### config.mk
export PLATFORM = sky130hd
export DESIGN_NAME = sihc_handler
export DESIGN_NICKNAME = d
export VERILOG_FILES = /design/src/sihc_pkg.sv /design/src/sihc_crc16.sv /design/src/sihc_handler.sv
export SDC_FILE = /design/constraint.sdc
export NUM_CORES = 2
export LEC_CHECK = 0
export BUFFER_PORTS_ARGS = -buffer_cell sky130_fd_sc_hd__buf_2
export CORE_MARGIN = 5
export CORE_UTILIZATION = 59
export DETAILED_ROUTE_END_ITERATION = 12
export PLACE_DENSITY = 0.72
export SETUP_SLACK_MARGIN = 0.4
export SLEW_MARGIN = 5
export SYNTH_ARGS = -nofsm -noshare
export SYNTH_HDL_FRONTEND = slang
export SYNTH_SLANG_ARGS = --single-unit
### constraint.sdc
create_clock -name mclk -period 58.2 [get_ports mclk]
set_clock_uncertainty 0.05 [all_clocks]
set_input_delay 11.64 -clock mclk [delete_from_list [all_inputs] [get_ports mclk]]
set_output_delay 11.64 -clock mclk [all_outputs]
set_load 0.1 [all_outputs]
### src/sihc_pkg.sv
// Constants and types for the sensor record command handler.
// Assumes byte-wide request and reply streams on the mclk domain.
package sihc_pkg;

   // Command codes: four ASCII letters, first letter in the low byte
   localparam logic [31:0] CMD_ENC_ID_SET = 32'h696e6573;
   localparam logic [31:0] CMD_ENC_ID_GET = 32'h696e6567;
   localparam logic [31:0] CMD_ENC_SET_SET = 32'h736e6573;
   localparam logic [31:0] CMD_ENC_SET_GET = 32'h736e6567;
   localparam logic [31:0] CMD_HALL_ID_SET = 32'h69736873;
   localparam logic [31:0] CMD_HALL_ID_GET = 32'h69736867;

   // Frame pieces in bytes
   localparam logic [7:0] CODE_BYTES = 8'h04;
   localparam logic [7:0] CRC_BYTES = 8'h02;
   localparam logic [7:0] MFR_LEN = 8'h10;
   localparam logic [7:0] PART_LEN = 8'h18;
   localparam logic [7:0] RSV_LEN = 8'h18;
   localparam logic [7:0] FLOAT_BYTES = 8'h04;
   localparam logic [7:0] WORD_BYTES = 8'h04;
   localparam logic [7:0] ID_LEN = MFR_LEN + PART_LEN + RSV_LEN;
   localparam logic [7:0] SET_LEN = 8'h04 * FLOAT_BYTES + WORD_BYTES
      + WORD_BYTES + RSV_LEN;
   localparam logic [7:0] NO_LEN = 8'h00;

   // Record placement in the nonvolatile store
   localparam logic [7:0] ENC_ID_BASE = 8'h00;
   localparam logic [7:0] ENC_SET_BASE = ENC_ID_BASE + ID_LEN;
   localparam logic [7:0] HALL_ID_BASE = ENC_SET_BASE + SET_LEN;
   localparam int NVM_BYTES = int'(HALL_ID_BASE) + int'(ID_LEN);
   localparam int STAGE_BYTES = int'(ID_LEN);

   // Flag word: follows four floats and the counts per turn word
   localparam logic [7:0] FLAG_OFS = 8'h04 * FLOAT_BYTES + WORD_BYTES;
   localparam logic [7:0] FLAG_ADDR0 = ENC_SET_BASE + FLAG_OFS;
   localparam logic [7:0] FLAG_ADDR1 = FLAG_ADDR0 + 8'h01;
   localparam int FLAG_BALANCED_BIT = 0;
   localparam int FLAG_TOTEM_BIT = 2;
   localparam int FLAG_INDEX_BIT = 4;
   localparam int FLAG_TURN_BIT = 6;
   localparam int FLAG_POL_BIT = 0;

   // Checksum: reflected 16-bit polynomial
   localparam logic [15:0] CRC_INIT = 16'hffff;
   localparam logic [15:0] CRC_POLY = 16'ha001;

   typedef struct packed {
      logic valid;
      logic [7:0] data;
   } sihc_byte_type;

   typedef struct packed {
      logic balanced_outputs;
      logic totem_outputs;
      logic has_index;
      logic has_turn_sensor;
      logic turn_sensor_polarity;
   } sihc_flags_type;

   typedef enum logic [2:0] {
      ST_CODE,
      ST_BODY,
      ST_CHECK,
      ST_COMMIT,
      ST_TX
   } sihc_state_type;

endpackage

### src/sihc_crc16.sv
// Running 16-bit checksum over a byte stream, one byte per step.
// Assumes the caller clears it before the first byte of a payload.
`timescale 1ns/100ps
module sihc_crc16 (
   input wire logic mclk,
   input wire logic rst,
   input wire logic clear,
   input wire logic step,
   input wire logic [7:0] data,
   output logic [15:0] crc
);

   logic [15:0] crc_reg;
   logic [15:0] crc_next;

   function automatic logic [15:0] crc_byte(input logic [15:0] c,
                                            input logic [7:0] d);
      logic [15:0] r;
      r = c ^ {8'h00, d};
      for (int i = 0; i < 8; i++) begin
         r = r[0] ? ((r >> 1) ^ sihc_pkg::CRC_POLY) : (r >> 1);
      end
      return r;
   endfunction

   assign crc_next = clear ? sihc_pkg::CRC_INIT :
                     step ? crc_byte(crc_reg, data) : crc_reg;
   assign crc = crc_reg;

   always_ff @(posedge mclk or posedge rst) begin
      if (rst) begin
         crc_reg <= sihc_pkg::CRC_INIT;
      end else begin
         crc_reg <= crc_next;
      end
   end

endmodule // sihc_crc16

### src/sihc_handler.sv
// Sensor record command handler: takes request frames byte by byte,
// stores or returns encoder and hall sensor records, sends replies.
// Assumes upstream framing delivers whole frames on the mclk domain.
`timescale 1ns/100ps

module sihc_handler (
   input wire logic mclk,
   input wire logic rst,
   input sihc_pkg::sihc_byte_type rx,
   output logic rx_ready,
   output sihc_pkg::sihc_byte_type tx,
   input wire logic tx_ready,
   output sihc_pkg::sihc_flags_type flags,
   output logic busy,
   output logic crc_error,
   output logic cmd_unknown,
   output logic write_done
);

   function automatic logic [7:0] cmd_len(input logic [31:0] c);
      unique case (c)
         sihc_pkg::CMD_ENC_ID_SET, sihc_pkg::CMD_ENC_ID_GET,
         sihc_pkg::CMD_HALL_ID_SET, sihc_pkg::CMD_HALL_ID_GET:
            return sihc_pkg::ID_LEN;
         sihc_pkg::CMD_ENC_SET_SET, sihc_pkg::CMD_ENC_SET_GET:
            return sihc_pkg::SET_LEN;
         default:
            return sihc_pkg::NO_LEN;
      endcase
   endfunction
   function automatic logic cmd_is_write(input logic [31:0] c);
      return c == sihc_pkg::CMD_ENC_ID_SET ||
             c == sihc_pkg::CMD_ENC_SET_SET ||
             c == sihc_pkg::CMD_HALL_ID_SET;
   endfunction
   function automatic logic [7:0] cmd_base(input logic [31:0] c);
      if (c == sihc_pkg::CMD_ENC_SET_SET || c == sihc_pkg::CMD_ENC_SET_GET)
         return sihc_pkg::ENC_SET_BASE;
      else if (c == sihc_pkg::CMD_HALL_ID_SET ||
               c == sihc_pkg::CMD_HALL_ID_GET)
         return sihc_pkg::HALL_ID_BASE;
      else
         return sihc_pkg::ENC_ID_BASE;
   endfunction

   sihc_pkg::sihc_state_type st_reg, st_next;
   logic [7:0] cnt_reg, cnt_next, idx_reg, len_reg, base_reg;
   logic [7:0] crc_lo_reg, tx_data_reg;
   logic [31:0] code_reg;
   logic rd_reg, tx_valid_reg, crc_err_reg, unk_reg, done_reg;
   logic [7:0] stage [0:sihc_pkg::STAGE_BYTES-1];
   logic [7:0] mem [0:sihc_pkg::NVM_BYTES-1];

   logic rx_fire, code_done, dec_write, dec_ok, body_done;
   logic check_done, crc_match, slot_free, tx_load, tx_end;
   logic tx_in_body, commit_we, commit_last;
   logic [31:0] code_full;
   logic [15:0] rx_crc, tx_crc;
   logic [7:0] dec_len, dec_base, body_end, tx_total, tx_addr, tx_sel;
   logic [7:0] commit_addr, stage_rd;
   logic [3:0] stage_flag4;

   assign rx_fire = rx.valid && rx_ready;
   assign rx_ready = st_reg == sihc_pkg::ST_CODE ||
                     st_reg == sihc_pkg::ST_BODY ||
                     st_reg == sihc_pkg::ST_CHECK;
   assign code_full = {rx.data, code_reg[31:8]};
   assign code_done = rx_fire && st_reg == sihc_pkg::ST_CODE &&
                      cnt_reg == sihc_pkg::CODE_BYTES - 8'h01;
   assign dec_len = cmd_len(code_full);
   assign dec_write = cmd_is_write(code_full);
   assign dec_base = cmd_base(code_full);
   assign dec_ok = dec_len != sihc_pkg::NO_LEN;
   assign body_done = rx_fire && st_reg == sihc_pkg::ST_BODY &&
                      cnt_reg == len_reg - 8'h01;
   assign check_done = rx_fire && st_reg == sihc_pkg::ST_CHECK &&
                       cnt_reg == sihc_pkg::CRC_BYTES - 8'h01;
   assign crc_match = {rx.data, crc_lo_reg} == rx_crc;
   assign slot_free = !tx_valid_reg || tx_ready;
   assign body_end = sihc_pkg::CODE_BYTES + len_reg;
   assign tx_total = rd_reg ? body_end + sihc_pkg::CRC_BYTES :
                     sihc_pkg::CODE_BYTES;
   assign tx_load = st_reg == sihc_pkg::ST_TX && slot_free &&
                    idx_reg < tx_total;
   assign tx_end = st_reg == sihc_pkg::ST_TX && slot_free &&
                   idx_reg == tx_total;
   assign tx_in_body = idx_reg >= sihc_pkg::CODE_BYTES &&
                       idx_reg < body_end;
   assign tx_addr = base_reg + idx_reg - sihc_pkg::CODE_BYTES;
   assign commit_we = st_reg == sihc_pkg::ST_COMMIT;
   assign commit_last = cnt_reg == len_reg - 8'h01;
   assign commit_addr = base_reg + cnt_reg;
   assign stage_rd = stage[cnt_reg[5:0]];
   assign stage_flag4 = {stage_rd[sihc_pkg::FLAG_TURN_BIT],
                         stage_rd[sihc_pkg::FLAG_INDEX_BIT],
                         stage_rd[sihc_pkg::FLAG_TOTEM_BIT],
                         stage_rd[sihc_pkg::FLAG_BALANCED_BIT]};

   // Reply byte: code echo, stored record, then checksum low first
   assign tx_sel = idx_reg < sihc_pkg::CODE_BYTES ?
                   code_reg[{idx_reg[1:0], 3'h0} +: 8] :
                   tx_in_body ? mem[tx_addr] :
                   idx_reg == body_end ? tx_crc[7:0] : tx_crc[15:8];

   assign cnt_next = (code_done || body_done || check_done ||
                      (commit_we && commit_last)) ? 8'h00 :
                     (rx_fire || commit_we) ? cnt_reg + 8'h01 : cnt_reg;

   always_comb begin
      st_next = st_reg;
      unique case (st_reg)
         sihc_pkg::ST_CODE: begin
            if (code_done && dec_ok) begin
               st_next = dec_write ? sihc_pkg::ST_BODY : sihc_pkg::ST_TX;
            end
         end
         sihc_pkg::ST_BODY: begin
            if (body_done) begin
               st_next = sihc_pkg::ST_CHECK;
            end
         end
         sihc_pkg::ST_CHECK: begin
            if (check_done) begin
               st_next = crc_match ? sihc_pkg::ST_COMMIT :
                         sihc_pkg::ST_CODE;
            end
         end
         sihc_pkg::ST_COMMIT: begin
            if (commit_last) begin
               st_next = sihc_pkg::ST_TX;
            end
         end
         sihc_pkg::ST_TX: begin
            if (tx_end) begin
               st_next = sihc_pkg::ST_CODE;
            end
         end
      endcase
   end

   sihc_crc16 u_rx_crc (
      .mclk(mclk),
      .rst(rst),
      .clear(code_done),
      .step(rx_fire && st_reg == sihc_pkg::ST_BODY),
      .data(rx.data),
      .crc(rx_crc)
   );
   sihc_crc16 u_tx_crc (
      .mclk(mclk),
      .rst(rst),
      .clear(st_reg != sihc_pkg::ST_TX),
      .step(tx_load && rd_reg && tx_in_body),
      .data(mem[tx_addr]),
      .crc(tx_crc)
   );

   always_ff @(posedge mclk or posedge rst) begin
      if (rst) begin
         st_reg <= sihc_pkg::ST_CODE;
         cnt_reg <= 8'h00;
         code_reg <= 32'h00000000;
      end else begin
         st_reg <= st_next;
         cnt_reg <= cnt_next;
         if (rx_fire && st_reg == sihc_pkg::ST_CODE) begin
            code_reg <= code_full;
         end
      end
   end

   always_ff @(posedge mclk or posedge rst) begin
      if (rst) begin
         len_reg <= 8'h00;
         base_reg <= 8'h00;
         rd_reg <= 1'b0;
         crc_lo_reg <= 8'h00;
      end else begin
         if (code_done) begin
            len_reg <= dec_len;
            base_reg <= dec_base;
            rd_reg <= !dec_write;
         end
         if (rx_fire && st_reg == sihc_pkg::ST_CHECK) begin
            crc_lo_reg <= rx.data;
         end
      end
   end

   always_ff @(posedge mclk) begin
      if (rx_fire && st_reg == sihc_pkg::ST_BODY) begin
         stage[cnt_reg[5:0]] <= rx.data;
      end
   end

   // Nonvolatile store, written only from a checked staging copy
   always_ff @(posedge mclk or posedge rst) begin
      if (rst) begin
         for (int i = 0; i < sihc_pkg::NVM_BYTES; i++) begin
            mem[i] <= 8'h00;
         end
      end else if (commit_we) begin
         mem[commit_addr] <= stage_rd;
      end
   end

   always_ff @(posedge mclk or posedge rst) begin
      if (rst) begin
         idx_reg <= 8'h00;
         tx_valid_reg <= 1'b0;
         tx_data_reg <= 8'h00;
      end else begin
         if (tx_load) begin
            idx_reg <= idx_reg + 8'h01;
            tx_valid_reg <= 1'b1;
            tx_data_reg <= tx_sel;
         end else if (tx_end) begin
            idx_reg <= 8'h00;
            tx_valid_reg <= 1'b0;
         end
      end
   end

   always_ff @(posedge mclk or posedge rst) begin
      if (rst) begin
         crc_err_reg <= 1'b0;
         unk_reg <= 1'b0;
         done_reg <= 1'b0;
      end else begin
         crc_err_reg <= check_done && !crc_match;
         unk_reg <= code_done && !dec_ok;
         done_reg <= commit_we && commit_last;
      end
   end

   assign tx = {tx_valid_reg, tx_data_reg};
   assign busy = st_reg != sihc_pkg::ST_CODE || cnt_reg != 8'h00;
   assign crc_error = crc_err_reg;
   assign cmd_unknown = unk_reg;
   assign write_done = done_reg;
   assign flags.balanced_outputs =
      mem[sihc_pkg::FLAG_ADDR0][sihc_pkg::FLAG_BALANCED_BIT];
   assign flags.totem_outputs =
      mem[sihc_pkg::FLAG_ADDR0][sihc_pkg::FLAG_TOTEM_BIT];
   assign flags.has_index =
      mem[sihc_pkg::FLAG_ADDR0][sihc_pkg::FLAG_INDEX_BIT];
   assign flags.has_turn_sensor =
      mem[sihc_pkg::FLAG_ADDR0][sihc_pkg::FLAG_TURN_BIT];
   assign flags.turn_sensor_polarity =
      mem[sihc_pkg::FLAG_ADDR1][sihc_pkg::FLAG_POL_BIT];
endmodule // sihc_handler

# [Yosys cells after proc, flatten, opt, wreduce, memory -nomap -nowiden]
# Memories as Yosys holds them, arrays and structs flattened.
# Index checks and enable logic that the tools add are counted.
[totals] ff_bits=1528 ramBits=512 in_bits=12 out_inout_bits=19 mem_count=1
[op_classes] n_addsub=8 magnitude_cmp=7 eq_ne=22 shifts=1 muxes=49 n_bitwise=20 n_reduce_logical=45
[mem_list] memory="stage" words=64 width=8 rd=1 rd_ports_with_merged_regs=0 write_ports=1 line_no="sihc_handler.sv:51" rtl="logic [7:0] stage [0:sihc_pkg::STAGE_BYTES-1];"
[op_table] operator="$bwmux W1408" n=1
[op_table] operator="$mux W16" n=20
[op_table] operator="$eq A32 B31 Y1 const B" n=6
[op_table] operator="$mux W8" n=11
[op_table] operator="$bmux W8 S8" n=1
[op_table] operator="$demux W8 S8" n=1
[op_table] operator="$not A2 Y3" n=16
[op_table] operator="$shiftx A32 B6 Y8" n=1
[op_table] operator="$xor A16 B8 Y16" n=2
[op_table] operator="$eq A8 B8 Y1" n=3
[op_table] operator="$ge A9 B9 Y1 const B" n=2
[op_table] operator="$logic_and A1 B1 Y1" n=18
[op_table] operator="$mux W3" n=6
[op_table] operator="$not A8 Y9" n=2
[op_table] operator="$add A8 B1 Y8 const B" n=2
[op_table] operator="$add A8 B8 Y8" n=2
[op_table] operator="$eq A16 B16 Y1" n=1
[op_table] operator="$lt A8 B8 Y1" n=2
[op_table] operator="$reduce_bool A8 Y1" n=2
[op_table] operator="$pmux W3 S5" n=1
[op_table] operator="$mux W7" n=2
[op_table] operator="$pmux W7 S2" n=1
[op_table] operator="$logic_or A1 B1 Y1" n=12
[op_table] operator="$lt A9 B1 Y1 const B" n=1
[op_table] operator="23 further kinds" n=36

# [Logic depth before layout (Yosys ltp)]
[logic_depth] depth_word=25 ltp_mapped=21 mapped_depth_nobuf=15

# [Hierarchy]
# From an unflattened synthesis, not the netlist that was laid out.
[hier_totals] cells_unflattened=7250 hier_area_um2=86625.6
[modules_own_cells] mod="sihc_handler" n_inst=1 cells_each=7092 area_each_um2=84813.8 seq_area_each_um2=52510.4
[modules_own_cells] mod="sihc_crc16" n_inst=2 cells_each=79 area_each_um2=905.9 seq_area_each_um2=420.4

# [Least setup slack after synthesis]
# Ideal clock, no wire load.
[synth_timing] path_type="reg-to-output" startpoint="register cnt_reg[3]" endpoint="output busy" arrival_ns=2.342 slack_ns=44.168 path_stages_with_launch=7 n_path_buf=3 path_cell_list="dfrtp_1 clkbuf_1 or3_1 clkbuf_1 clkbuf_1 nor4_1 nand3_1"
[synth_via] elab_chain_len=2
[synth_rtl] element="from (decl)" line_no="sihc_handler.sv:47" rtl="logic [7:0] cnt_reg, cnt_next, idx_reg, len_reg, base_reg;"
[synth_rtl] element="from (signal assigned)" line_no="sihc_handler.sv:165" rtl="cnt_reg <= cnt_next;"
[synth_rtl] element="$reduce_bool A8 Y1" line_no="sihc_handler.sv:237" rtl="assign busy = st_reg != sihc_pkg::ST_CODE || cnt_reg != 8'h00;"
[synth_rtl] element="$logic_or A1 B1 Y1" line_no="sihc_handler.sv:237"
[synth_rtl] element="to (decl)" line_no="sihc_handler.sv:14" rtl="output logic busy,"
# No other way between the ends.

==> run_results.csv <==
group,metric,value,unit
power,cell_internal_pwr,2.657,mW
synth,synth-edff-count,512,
place,dp_cells,8972,
route,topRoutingLayerUsed,"met5",
sta,period_share,26.68,%
setup_path,path_max_fanout,130,
synth,ys_types,75,
die,core-area,0.1459,mm^2
route,antenna_left,0,
power,seqPwrFrac,35.0,%
synth,yosys_warnings,0,
global_routing,grt_pass1_vias,58940,
clock_network,post_cts_buffers,0,
global_routing,antenna_found_initial,5,
clock_network,cts_tree,"yes",
setup_path,reg2reg_depth,13,
route,drt_iter0_drc,7584,
place,hpwl,144800,um
clock_network,cts_buffer_depth,3,
place,io_buffers,30,
clock_network,cts_buffers,198,
setup_path,cp.required,58.98,ns
clock_network,htree_levels,4,
synth,netlist_instances,7528,
clock_network,clock_sinks,2028,
clock_network,holdBufCountCts,0,
route,wl_met2,108900,um
synth,postSynthAreaPerCell,11.52,um^2
setup_path,cp-start-kind,"input pin",
setup_path,worstPathArrival,16.31,ns
power,power.density,46.85,mW/mm^2
cells_and_area,final_cells,9343,
cells_and_area,layout-drive-gt1-share,11.00,%
clock_network,cts.repair.resized,0,
setup_path,critPathLaunch,"rst",
route,drt_first_pass_iters,8,
status,status,"finished with violations",
power,p_clk_share,29.2,%
power,p_leak,39.42,nW
sta,worst_pin_slew,1.680,ns
die,floorplan.initialDensity,59.41,%
die,die_h,393.3,um
power,vdd_drop_max,0.0001506,V
global_routing,grt_max_degree,184,
route,num_vias,60700,
global_routing,grt_use_total,30.86,%
synth,ys_seq_area_share,61.54,%
sta,slew-limit-headroom,-11.98,%
die,num_rows,140,
synth,synthFlopType,"dfrtp_1",
route,met3_length,22940,um
sta,maxSlewViolCount,63,
route,wirelength_met1,96850,um
setup_path,r2r_start,"idx_reg[0]",
route,via_per_inst,6.497,
clock_network,clock_latency,0.85,ns
cells_and_area,area_growth,8.627,%
min_path,whs_endpoint,"tx_data_reg[1]",
cells_and_area,nets,7296,
setup_path,crit_path_end_kind,"async pin",
synth,ys_seq_elements,2028,
cells_and_area,largest_reg_flops,1403,
route,post_drt_wl_per_cell,25.61,um
min_path,hold_depth,2,
min_path,hp-class,"reg -> reg",
power,comb_power_share,35.9,%
min_path,hold_start,"tx_data_reg[1]",
route,drcViolationCount,0,
power,sw_frac_of_total,39.77,%
place,finalWeightedCongestion,0.8964,
route,drt_wl_total,239300,um
synth,async_flop_share,74.75,%
global_routing,grt_first_pass_wirelength,369000,um
status,violations,"max-slew violations",
cells_and_area,nFillCells,10900,
clock_network,clock_tree.root_cell,"clkbuf_16",
sta,period_needed,15.53,ns
setup_path,r2r_setup_slack,51.23,ns
die,die_w,393.3,um
global_routing,gr-total-overflow,0,
setup_path,path_class,"in -> async",
sta,fmax,0.06440,GHz
sta,fin_setup_tns,0,ns
sta,grt_setup_unrepaired,"no",
run,drv_cap,0,
setup_path,regToRegEndpoint,"u_tx_crc.crc[0]",
sta,setup_viol,0,
die,ios,31,
clock_network,clkTransAtPathRegs,0.06,ns
synth,synth_area,0.08669,mm^2
die,dieArea,0.1547,mm^2
sta,hold_viol_final,0,
power,power_switching,1.755,mW
synth,syn_nets,7568,
==> critical path, cell delays in order <==
cell   delay, ns
buf_2       0.13
inv_8       0.53
buf_4       0.79
buf_4       0.70
buf_4       0.67
buf_4       0.71
buf_4       0.81
==> how the worst max path moves through the flow <==
stage | end | slack [ns]
after floorplan | base_reg[5] | 3.80
after global routing | flags[3] | 41.90
after detailed placement | flags[0] | 41.66
after CTS | flags[3] | 42.53
after global placement | flags[0] | 41.77
final | flags[3] | 42.67
==> layout make-up <==
type / instances / area (um^2) / area share [%]
flip-flops and latches: 2028 / 53360 / 56.66
clock buffers: 282 / 5644 / 5.994
diodes: 2 / 5.005 / 0.005315
multi-input cells: 4867 / 30700 / 32.60
repair buffers: 134 / 1031 / 1.095
inverters: 27 / 112.6 / 0.1196
clock inverters: 86 / 917.1 / 0.9739
well taps: 1917 / 2399 / 2.547
==> cell usage after synthesis, types with 89 or more instances <==
cell         n  area, um^2
o221ai_1   124        1086
nor2_1    1291        4846
mux4_2     246        5540
mux2i_1    272        2723
a21oi_1   1133        5670
nor3_1      89       445.4
a22oi_1    163        1224
o21ai_0    421        2107
edfxtp_1   512       15370
clkbuf_1   494        1854
dfrtp_1   1484       37140
nand2_1    496        1862
==> layer usage <==
| metal | up-vias | track usage [%] |
|---|---|---|
| met5 | - | 0 |
| met4 | 2 | 12.44 |
| met3 | 569 | 6.585 |
| met2 | 3009 | 46.42 |
| met1 | 30470 | 44.47 |
| li1 | 26650 | - |
==> power groups by stage <==
stage | clock [mW] | sequential, mW | combinational (mW)
floorplan | 0 | 1.56 | 1.03
global placement | 0 | 1.57 | 1.54
detailed placement | 0 | 1.57 | 1.55
CTS | 1.30 | 1.54 | 1.56
global route | 1.36 | 1.55 | 1.65
finish | 1.29 | 1.54 | 1.58
==> layout by cell type (no fill, tap or decap), types with 124 or more instances in the layout <==
| cell | instances |
|---|---|
| a21oi_1 | 1133 |
| mux4_2 | 246 |
| mux2i_1 | 272 |
| o21ai_0 | 421 |
| dfrtp_1 | 1481 |
| edfxtp_1 | 512 |
| o221ai_1 | 124 |
| nand2_1 | 495 |
| nor2_1 | 1280 |
| clkbuf_16 | 201 |
| a22oi_1 | 163 |
==> kinds of logic after synthesis <==
| family | count (synthesis) | synth area share, % |
|---|---|---|
| simple gates | 2053 | 9.517 |
| fa+ha+maj | 28 | 0.4214 |
| compound gates | 2139 | 14.22 |
| xor+xnor | 76 | 0.8660 |
| flops | 2028 | 61.54 |
| buf+inv | 633 | 3.217 |
| mux | 571 | 10.22 |
==> per-stage QoR <==
stage	hold WS (ns)	area [um^2]	util, %	worst slack (ns)	power, mW
5_1_grt	0.4352	94160	64.53	41.90	4.559
2_1_floorplan	0.3946	86690	-	3.797	2.593
3_3_place_gp	0.4060	87580	60.02	41.77	3.109
6_report	0.4268	94170	64.54	42.67	4.412
3_5_place_dp	0.4145	87580	60.02	41.66	3.118
4_1_cts	0.4278	94140	64.52	42.53	4.398
Note: power is estimated with default switching activity, not from simulation.
